File: src/common/dpc_defs.svh
// Constants of the dual programmable counter.
`ifndef DPC_DEFS_SVH
`define DPC_DEFS_SVH

// ----------------------------------------------------------------------
// Clock source codes
// ----------------------------------------------------------------------
`define DPC_SRC_PULSE 2'b11
`define DPC_SRC_EXT   2'b10
`define DPC_SRC_INSTR 2'b01
`define DPC_SRC_INT   2'b00

// ----------------------------------------------------------------------
// Mode codes, top clock-select bit then frequency mode bit
// ----------------------------------------------------------------------
`define DPC_MODE_CODE_CNT  2'b00
`define DPC_MODE_CODE_PW   2'b10
`define DPC_MODE_CODE_FQ   2'b01
`define DPC_MODE_CODE_NONE 2'b11

// ----------------------------------------------------------------------
// Widths and reset values
// ----------------------------------------------------------------------
`define DPC_CNT_W    16
`define DPC_BYTE_W   8
`define DPC_CNT_RST  16'h0000
`define DPC_CNT_ONE  17'h00001
`define DPC_CARRY_B  16
`define DPC_SEL_TOP  2

`endif

File: src/common/dpc_pkg.sv
// Types and helpers of the dual programmable counter.
package dpc_pkg;
`include "dpc_defs.svh"

  typedef enum logic [1:0] {
    DPC_MODE_CNT  = `DPC_MODE_CODE_CNT,
    DPC_MODE_PW   = `DPC_MODE_CODE_PW,
    DPC_MODE_FQ   = `DPC_MODE_CODE_FQ,
    DPC_MODE_NONE = `DPC_MODE_CODE_NONE
  } dpc_mode_e;

  typedef logic [`DPC_CNT_W-1:0] dpc_cnt_t;

  // Returns the incremented count with the overflow carry on top.
  function automatic logic [`DPC_CNT_W:0] dpc_step(input dpc_cnt_t v);
    return {1'b0, v} + `DPC_CNT_ONE;
  endfunction

endpackage

File: src/dpc_edge_sync.sv
// Two-flop synchroniser with optional inversion and edge detection.
`timescale 1ns/1ps
`default_nettype none
module dpc_edge_sync (
  input  wire logic clk_sys,
  input  wire logic rst_n,
  input  wire logic pin_in,
  input  wire logic invert,
  output logic      level,
  output logic      rise,
  output logic      fall
);

  logic s1_q;
  logic s2_q;
  logic prev_q;
  logic lvl;
  logic prev_lvl;

  // The inversion sits after the second flop so the first flop feeds only the second.
  // Both samples pass the same invert bit, so flipping it alone never makes an edge.
  assign lvl      = s2_q ^ invert;
  assign prev_lvl = prev_q ^ invert;
  assign level    = lvl;
  assign rise     = lvl & ~prev_lvl;
  assign fall     = ~lvl & prev_lvl;

  always_ff @(posedge clk_sys or negedge rst_n) begin
    if (!rst_n) begin
      s1_q   <= 1'b0;
      s2_q   <= 1'b0;
      prev_q <= 1'b0;
    end else begin
      s1_q   <= pin_in;
      s2_q   <= s1_q;
      prev_q <= s2_q;
    end
  end

endmodule // dpc_edge_sync
`default_nettype wire

File: src/dpc_top.sv
// Dual 16-bit programmable counter with counter, pulse-width and frequency modes.
`timescale 1ns/1ps
`default_nettype none
`include "dpc_defs.svh"

// Notes on behaviour
// - Clock source field picks pulse input, external, instruction cycle or internal.
// - Invert bit flips pulse input level, also when it is the count clock.
// - Select bit cleared makes counter A the working counter.
// - Overflow sets flag; request only with both enables set.
// - Writing counter B also writes counter A with the same value.
// - Counter A overflow reloads counter A from counter B, or from the gate preset in frequency mode.
// - Run bit starts counting; clearing it stops counter mode.
// - Counter mode interrupts on every overflow and keeps counting.
// - Pulse-width mode times how long the pulse input stays high.
// - Pulse falling edge stops A, clears run, raises flag.
// - Pulse-width overflow while high raises flag, reloads, keeps counting.
// - Frequency mode is frequency bit set with top select bit cleared.
// - Frequency mode overflow raises flag and clears run.
// - After frequency measurement counter B holds the pulse count.
// - Mode code: 00 counter, 10 pulse width, 01 frequency, 11 none.
// - Two 16-bit counters, each written as two bytes and read as one 16-bit word.
module dpc_top
  import dpc_pkg::*;
(
  input  wire logic                   clk_sys,
  input  wire logic                   rst_n,
  input  wire logic [`DPC_BYTE_W-1:0] wr_data,
  input  wire logic                   a_hi_wr,
  input  wire logic                   a_lo_wr,
  input  wire logic                   b_hi_wr,
  input  wire logic                   b_lo_wr,
  input  wire logic                   run_wr,
  input  wire logic                   run_wdata,
  input  wire logic [2:0]             clock_source_select,
  input  wire logic                   freq_mode_select,
  input  wire logic                   input_invert,
  input  wire logic                   working_counter_select,
  input  wire logic                   counter_irq_enable,
  input  wire logic                   global_irq_enable,
  input  wire logic                   irq_flag_clr,
  input  wire logic                   instr_cycle,
  input  wire logic                   internal_clock,
  input  wire logic                   external_clock,
  input  wire logic                   pulse_freq_input,
  output logic [`DPC_CNT_W-1:0]       counter_a,
  output logic [`DPC_CNT_W-1:0]       counter_b,
  output logic                        count_run,
  output logic                        counter_irq_flag,
  output logic                        counter_irq_req
);

  // ----------------------------------------------------------------------
  // Pin synchronisers
  // ----------------------------------------------------------------------
  logic pulse_lvl;
  logic pulse_rise;
  logic pulse_fall;
  logic ext_rise;
  logic int_rise;

  dpc_edge_sync u_pulse (
    .clk_sys (clk_sys),
    .rst_n   (rst_n),
    .pin_in  (pulse_freq_input),
    .invert  (input_invert),
    .level   (pulse_lvl),
    .rise    (pulse_rise),
    .fall    (pulse_fall)
  );

  dpc_edge_sync u_ext (
    .clk_sys (clk_sys),
    .rst_n   (rst_n),
    .pin_in  (external_clock),
    .invert  (1'b0),
    .level   (),
    .rise    (ext_rise),
    .fall    ()
  );

  dpc_edge_sync u_int (
    .clk_sys (clk_sys),
    .rst_n   (rst_n),
    .pin_in  (internal_clock),
    .invert  (1'b0),
    .level   (),
    .rise    (int_rise),
    .fall    ()
  );

  // ----------------------------------------------------------------------
  // State
  // ----------------------------------------------------------------------
  dpc_cnt_t cnt_a_q;
  dpc_cnt_t cnt_a_d;
  dpc_cnt_t cnt_b_q;
  dpc_cnt_t cnt_b_d;
  dpc_cnt_t gate_q;
  dpc_cnt_t gate_d;
  logic     run_q;
  logic     run_d;
  logic     run_prev_q;
  logic     flag_q;
  logic     flag_d;
  logic     req_q;
  logic     req_d;

  dpc_mode_e            mode;
  logic                 tick;
  logic                 event_hit;
  logic [`DPC_CNT_W:0]  step_a;
  logic [`DPC_CNT_W:0]  step_b;

  // Mode is decoded from the top select bit and the frequency bit.
  assign mode   = dpc_mode_e'({clock_source_select[`DPC_SEL_TOP], freq_mode_select});
  assign step_a = dpc_step(cnt_a_q);
  assign step_b = dpc_step(cnt_b_q);

  // ----------------------------------------------------------------------
  // Count clock selection
  // ----------------------------------------------------------------------
  // A selected pin clock is used as a one-cycle tick on its rising edge (instr_cycle is taken directly as a level), so
  // a source faster than half the system clock is undercounted.
  always_comb begin
    case (clock_source_select[1:0])
      `DPC_SRC_PULSE: tick = pulse_rise;
      `DPC_SRC_EXT:   tick = ext_rise;
      `DPC_SRC_INSTR: tick = instr_cycle;
      `DPC_SRC_INT:   tick = int_rise;
      default:        tick = 1'b0;
    endcase
  end

  // ----------------------------------------------------------------------
  // Counter next state
  // ----------------------------------------------------------------------
  always_comb begin
    cnt_a_d   = cnt_a_q;
    cnt_b_d   = cnt_b_q;
    gate_d    = gate_q;
    run_d     = run_q;
    event_hit = 1'b0;

    case (mode)
      DPC_MODE_CNT: begin
        if (run_q && tick) begin
          if (!working_counter_select) begin
            if (step_a[`DPC_CARRY_B]) begin
              cnt_a_d   = cnt_b_q;
              event_hit = 1'b1;
            end else begin
              cnt_a_d = step_a[`DPC_CNT_W-1:0];
            end
          end else begin
            if (step_b[`DPC_CARRY_B]) begin
              cnt_b_d   = cnt_a_q;
              event_hit = 1'b1;
            end else begin
              cnt_b_d = step_b[`DPC_CNT_W-1:0];
            end
          end
        end
      end
      DPC_MODE_PW: begin
        if (run_q && tick && pulse_lvl) begin
          if (step_a[`DPC_CARRY_B]) begin
            cnt_a_d   = cnt_b_q;
            event_hit = 1'b1;
          end else begin
            cnt_a_d = step_a[`DPC_CNT_W-1:0];
          end
        end
        if (run_q && pulse_fall) begin
          cnt_a_d   = cnt_a_q;
          run_d     = 1'b0;
          event_hit = 1'b1;
        end
      end
      DPC_MODE_FQ: begin
        if (run_q && !run_prev_q) begin
          cnt_b_d = `DPC_CNT_RST;
        end else if (run_q && pulse_rise) begin
          cnt_b_d = step_b[`DPC_CNT_W-1:0];
        end
        if (run_q && tick) begin
          if (step_a[`DPC_CARRY_B]) begin
            // Counter B now holds the edge count, so the gate preset is reused.
            cnt_a_d   = gate_q;
            run_d     = 1'b0;
            event_hit = 1'b1;
          end else begin
            cnt_a_d = step_a[`DPC_CNT_W-1:0];
          end
        end
      end
      default: begin
      end
    endcase

    // Software writes take priority over counting in the same cycle.
    if (a_hi_wr) begin
      cnt_a_d[`DPC_CNT_W-1:`DPC_BYTE_W] = wr_data;
    end
    if (a_lo_wr) begin
      cnt_a_d[`DPC_BYTE_W-1:0] = wr_data;
    end
    if (b_hi_wr) begin
      cnt_b_d[`DPC_CNT_W-1:`DPC_BYTE_W] = wr_data;
      cnt_a_d[`DPC_CNT_W-1:`DPC_BYTE_W] = wr_data;
      gate_d[`DPC_CNT_W-1:`DPC_BYTE_W]  = wr_data;
    end
    if (b_lo_wr) begin
      cnt_b_d[`DPC_BYTE_W-1:0] = wr_data;
      cnt_a_d[`DPC_BYTE_W-1:0] = wr_data;
      gate_d[`DPC_BYTE_W-1:0]  = wr_data;
    end
    if (run_wr) begin
      run_d = run_wdata;
    end
  end

  // ----------------------------------------------------------------------
  // Flag and request next state
  // ----------------------------------------------------------------------
  always_comb begin
    // A new event in the clearing cycle keeps the flag set.
    flag_d = (flag_q & ~irq_flag_clr) | event_hit;
    req_d  = flag_d & counter_irq_enable & global_irq_enable;
  end

  // ----------------------------------------------------------------------
  // Registers
  // ----------------------------------------------------------------------
  always_ff @(posedge clk_sys or negedge rst_n) begin
    if (!rst_n) begin
      cnt_a_q    <= `DPC_CNT_RST;
      cnt_b_q    <= `DPC_CNT_RST;
      gate_q     <= `DPC_CNT_RST;
      run_q      <= 1'b0;
      run_prev_q <= 1'b0;
      flag_q     <= 1'b0;
      req_q      <= 1'b0;
    end else begin
      cnt_a_q    <= cnt_a_d;
      cnt_b_q    <= cnt_b_d;
      gate_q     <= gate_d;
      run_q      <= run_d;
      run_prev_q <= run_q;
      flag_q     <= flag_d;
      req_q      <= req_d;
    end
  end

  assign counter_a        = cnt_a_q;
  assign counter_b        = cnt_b_q;
  assign count_run        = run_q;
  assign counter_irq_flag = flag_q;
  assign counter_irq_req  = req_q;

endmodule // dpc_top
`default_nettype wire

File: config.mk
export PLATFORM = sky130hd
export DESIGN_NAME = dpc_top
export DESIGN_NICKNAME = d
export VERILOG_FILES = /design/src/common/dpc_pkg.sv /design/src/dpc_edge_sync.sv /design/src/dpc_top.sv
export VERILOG_INCLUDE_DIRS = /design/src /design/src/common
export SDC_FILE = /design/constraint.sdc
export NUM_CORES = 1
export LEC_CHECK = 0
export ABC_AREA = 1
export BUFFER_PORTS_ARGS = -buffer_cell sky130_fd_sc_hd__buf_2
export CAP_MARGIN = 20
export CORE_MARGIN = 5
export CORE_UTILIZATION = 55
export DETAILED_ROUTE_END_ITERATION = 8
export PLACE_DENSITY = 0.78
export SETUP_SLACK_MARGIN = 0.1
export SKIP_CTS_REPAIR_TIMING = 1
export SYNTH_ARGS = -nofsm -noshare
export SYNTH_HDL_FRONTEND = slang
export SYNTH_SLANG_ARGS = --single-unit
File: constraint.sdc
create_clock -name clk_sys -period 5 [get_ports clk_sys]
set_input_delay 0.25 -clock clk_sys [delete_from_list [all_inputs] [get_ports clk_sys]]
set_output_delay 0.25 -clock clk_sys [all_outputs]
set_load 0.02 [all_outputs]
==> metrics.md <==
| Metric | Value |
|---|---|
| Outcome | finished clean |
| CP startpoint kind | input port |
| Clk slew on worst S/H paths | around 0.07 ns |
| Synthesized area | 3870 um2 |
| Max frequency | roughly 0.42 GHz |
| Buffers added on ports | between 60 and 70 |
| Critical R2R Capture | counter_irq_req$_DFF_PN0_ |
| Syn Inst Count | around 550 |
| Die Area | around 8800 um2 |
| Compound-Gate Fraction of Synth Area | 0.108 |
| First drt pass iteration count | 5 |
| H-tree lvl count | 3 |
| Routability cong. | 0.972 |
| Initial drt markers | 435 |
| Fill cell count | 643 |
| Simple-Gate Fraction of Synth Area | 0.356 |
| I/O Pins | 64 |
| Largest family of logic cells by synthesized area | simple AND/OR/NAND/NOR gates |
| Starting Density | 0.566 |
| Wire per inst | roughly 16 um |
| Dpl hpwl | ~8500 um |
| Ranking of synthesized cells by area | dfrtp_1, nand2_1, nand3_1 |
| Fin. Hold Viols | 0 |
| Crit path from | clock_source_select[2] |
| Later-pin clock latency in the skew report | 0.35 ns |
| TritonCTS clock tree | built |
| Critical path peak fanout | 21 |
| Tmin final | ~2.4 ns |
| Worst-Margin Slew | ~0.79 ns |
| Die X-Extent | 93.9 um |
| Met3 WL | about 1200 um |
| Finished Layout Cells | between 700 and 800 |
| VDD IR max | about 180 uV |
| Critical Path RT | ~5.3 ns |
| Area grow syn2layout | 15.5% |
| Routed length on met1 | about 4800 um |
| Synthesized-area fraction occupied by adder cells | 0.0194 |
| Leakage | around 0.0023 uW |
| Depth of the worst hold-timing path | 1 |
| Setup tns final | 0 ns |
| Antenna-violating nets left | 0 |
| Syn Area/Cell | 7.07 um2 |
| Initial antenna violation count | 0 |
| Reg2reg setup slack | around 2.7 ns |
| Dpl cells | slightly below 700 |
| Post-synthesis mux area share | 0 |
| Synth area leader | dfrtp_1 |
| Largest net degree at the start of global routing | 62 |
| Via-to-Cell Ratio | 5.52 |
| Area of the multi-input gates | slightly above 2000 um2 |
| Syn_nets | between 500 and 600 |
| Max-slew violation count | 0 |
| Synthesized flop and latch total | roughly 60 |
| Netlist cell types | 36 |
| Setup Skew | between 0.007 and 0.008 ns |
| Drt drc | 0 |
| Antenna diode count | 0 |
| CP Capture Type | register |
| Total CTS buffers | 9 |
| Clk sink count | 61 |
| Reg2Reg Launch Point | counter_a[0]$_DFFE_PN0P_ |
| Layout cell share with drive strength beyond 1 | 0.182 |
| Longest Clk Path Bufs | 2 |
| Seq/Total Area, Yosys | 0.395 |
| # nets final | about 650 |
| DR vias | roughly 3900 |
| Gr usage total | 0.271 |
| Synth warnings | 0 |
| DR top layer | met4 |
| Crit path DAT | between 2 and 3 ns |
| CP Class | input port to register |
| Slew margin rel. | 0.471 |
| Final setup vio count | 0 |
| Vias in the first global route | around 3700 |
| Pwr/cell area | roughly 310 nW/um2 |
| WL met2 | approximately 4900 um |
| Top-area cell type share of the netlist area | 0.395 |
| R2R depth | 11 |
| Max Cap Viol | 0 |
| Final wirelength | about 11000 um |
| RSZ-0062 raised after global routing | false |
| Worst setup path end | counter_b[2]$_DFFE_PN0P_ |
| First-pass GRT wire length | around 18000 um |
| Area of the core | 6830 um2 |
| # rows | 30 |
| Post-synthesis xor/xnor area fraction | 0.0453 |
| Clock Tree Root | clkbuf_8 |
| Fin crit share | 0.475 |
| Grt ovf | 0 |
| FF/Latch Area | roughly 1500 um2 |
| Die height | approximately 94 um |
| Hold Path Class | input port to register |
[synth_stat cells, drive strengths merged]
library cell	instances
nand2	206
dfrtp	61
inv	56
nand3	50
nor2	48
o21ai	34
a21oi	16
o211ai	15
xor2	14
buf	7
ha	6
xnor2	6
clkbuf	5
nand4	5
nor3	5
clkinv	3
or2	3
a31oi	2
o22ai	2
a21boi	1
a2bb2oi	1
nand3b	1
[cells by family (layout without fill, tap and decap cells)]
family | after synthesis | after routing
buf+inv | 71 | 141
fa+ha+maj | 6 | 6
simple gates | 318 | 318
flops | 61 | 61
compound gates | 71 | 71
xor+xnor | 20 | 20
[stage by stage]
step | util | hold slack, ns | worst slack, ns | total power (uW) | area [um2]
after detailed placement | 0.620 | 0.336 | 2.31 | 930 | 4240
after CTS | 0.651 | -0.00896 | 2.67 | 1390 | 4450
after global routing | 0.654 | 0.00473 | 2.32 | 1460 | 4470
final | 0.654 | 0.0106 | 2.62 | 1390 | 4470
after floorplan | - | -0.0456 | 3.21 | 808 | 3870
after global placement | 0.620 | 0.333 | 2.46 | 921 | 4240
[state kept, by name (all words and copies together), names as in the netlist]
register and cells:
u_pulse.prev_q 1, counter_irq_flag 1, u_int.prev_q 1, u_ext.prev_q 1, counter_b 16, gate_q 16
run_prev_q 1, counter_a 16, u_pulse.s1_q 1, u_int.s1_q 1, u_int.s2_q 1, u_ext.s2_q 1
u_pulse.s2_q 1, counter_irq_req 1, count_run 1, u_ext.s1_q 1
[worst max-delay path, stage by stage]
cell and delay [ns]:
buf_2 0.11, inv_1 0.08, ha_1 0.58, inv_1 0.50, nor2_1 0.23, o21ai_0 0.10, nand4_1 0.24, nand2_1 0.16
inv_1 0.21, nand2_1 0.08, nand3_1 0.09
[routing by layer]
| layer | GRT usage | vias to the layer above |
|---|---|---|
| li1 | - | 1886 |
| met1 | 0.389 | 1791 |
| met2 | 0.396 | 229 |
| met3 | 0.0633 | 28 |
| met4 | 0.102 | 0 |
| met5 | 0 | - |
[cell type report]
cell class,count,share of cell area
clock inverter,5,0.0132
sequential,61,0.342
clock buffer,11,0.0339
tap,96,0.0269
timing repair buffer,66,0.0768
inverter,59,0.0499
multi-input combinational,415,0.458
[worst min-delay path by stage]
stage                           startpoint                      to  slack (ns)
CTS                         external_clock    u_ext.s1_q$_DFF_PN0_      -0.009
global placement      u_ext.s1_q$_DFF_PN0_    u_ext.s2_q$_DFF_PN0_        0.33
global route              pulse_freq_input  u_pulse.s1_q$_DFF_PN0_       0.005
finish                    pulse_freq_input  u_pulse.s1_q$_DFF_PN0_        0.01
detailed placement  u_pulse.s1_q$_DFF_PN0_  u_pulse.s2_q$_DFF_PN0_        0.34
floorplan                            rst_n   count_run$_DFFE_PN0P_       -0.05
[report_power, final]
group          switching (uW)  total [uW]  leakage (uW)  internal (uW)
Combinational             212         318       0.00148            106
Clock                     202         459      0.000102            257
Sequential               69.7         612      0.000738            542
[layout by cell type (no fill, tap or decap), types with 7 or more instances in the layout]
cell      synthesis  routed
clkbuf_8          0      11
dfrtp_1          61      61
inv_1            52      52
buf_2             3      63
o21ai_0          26      26
o211ai_1         13      13
o21ai_1           7       7
xor2_1           14      14
nand2_2           7       7
a21oi_1          16      16
nor2_1           40      40
nand3_1          48      48
nand2_1         198     198
Note: power is estimated with default switching activity, not from simulation.
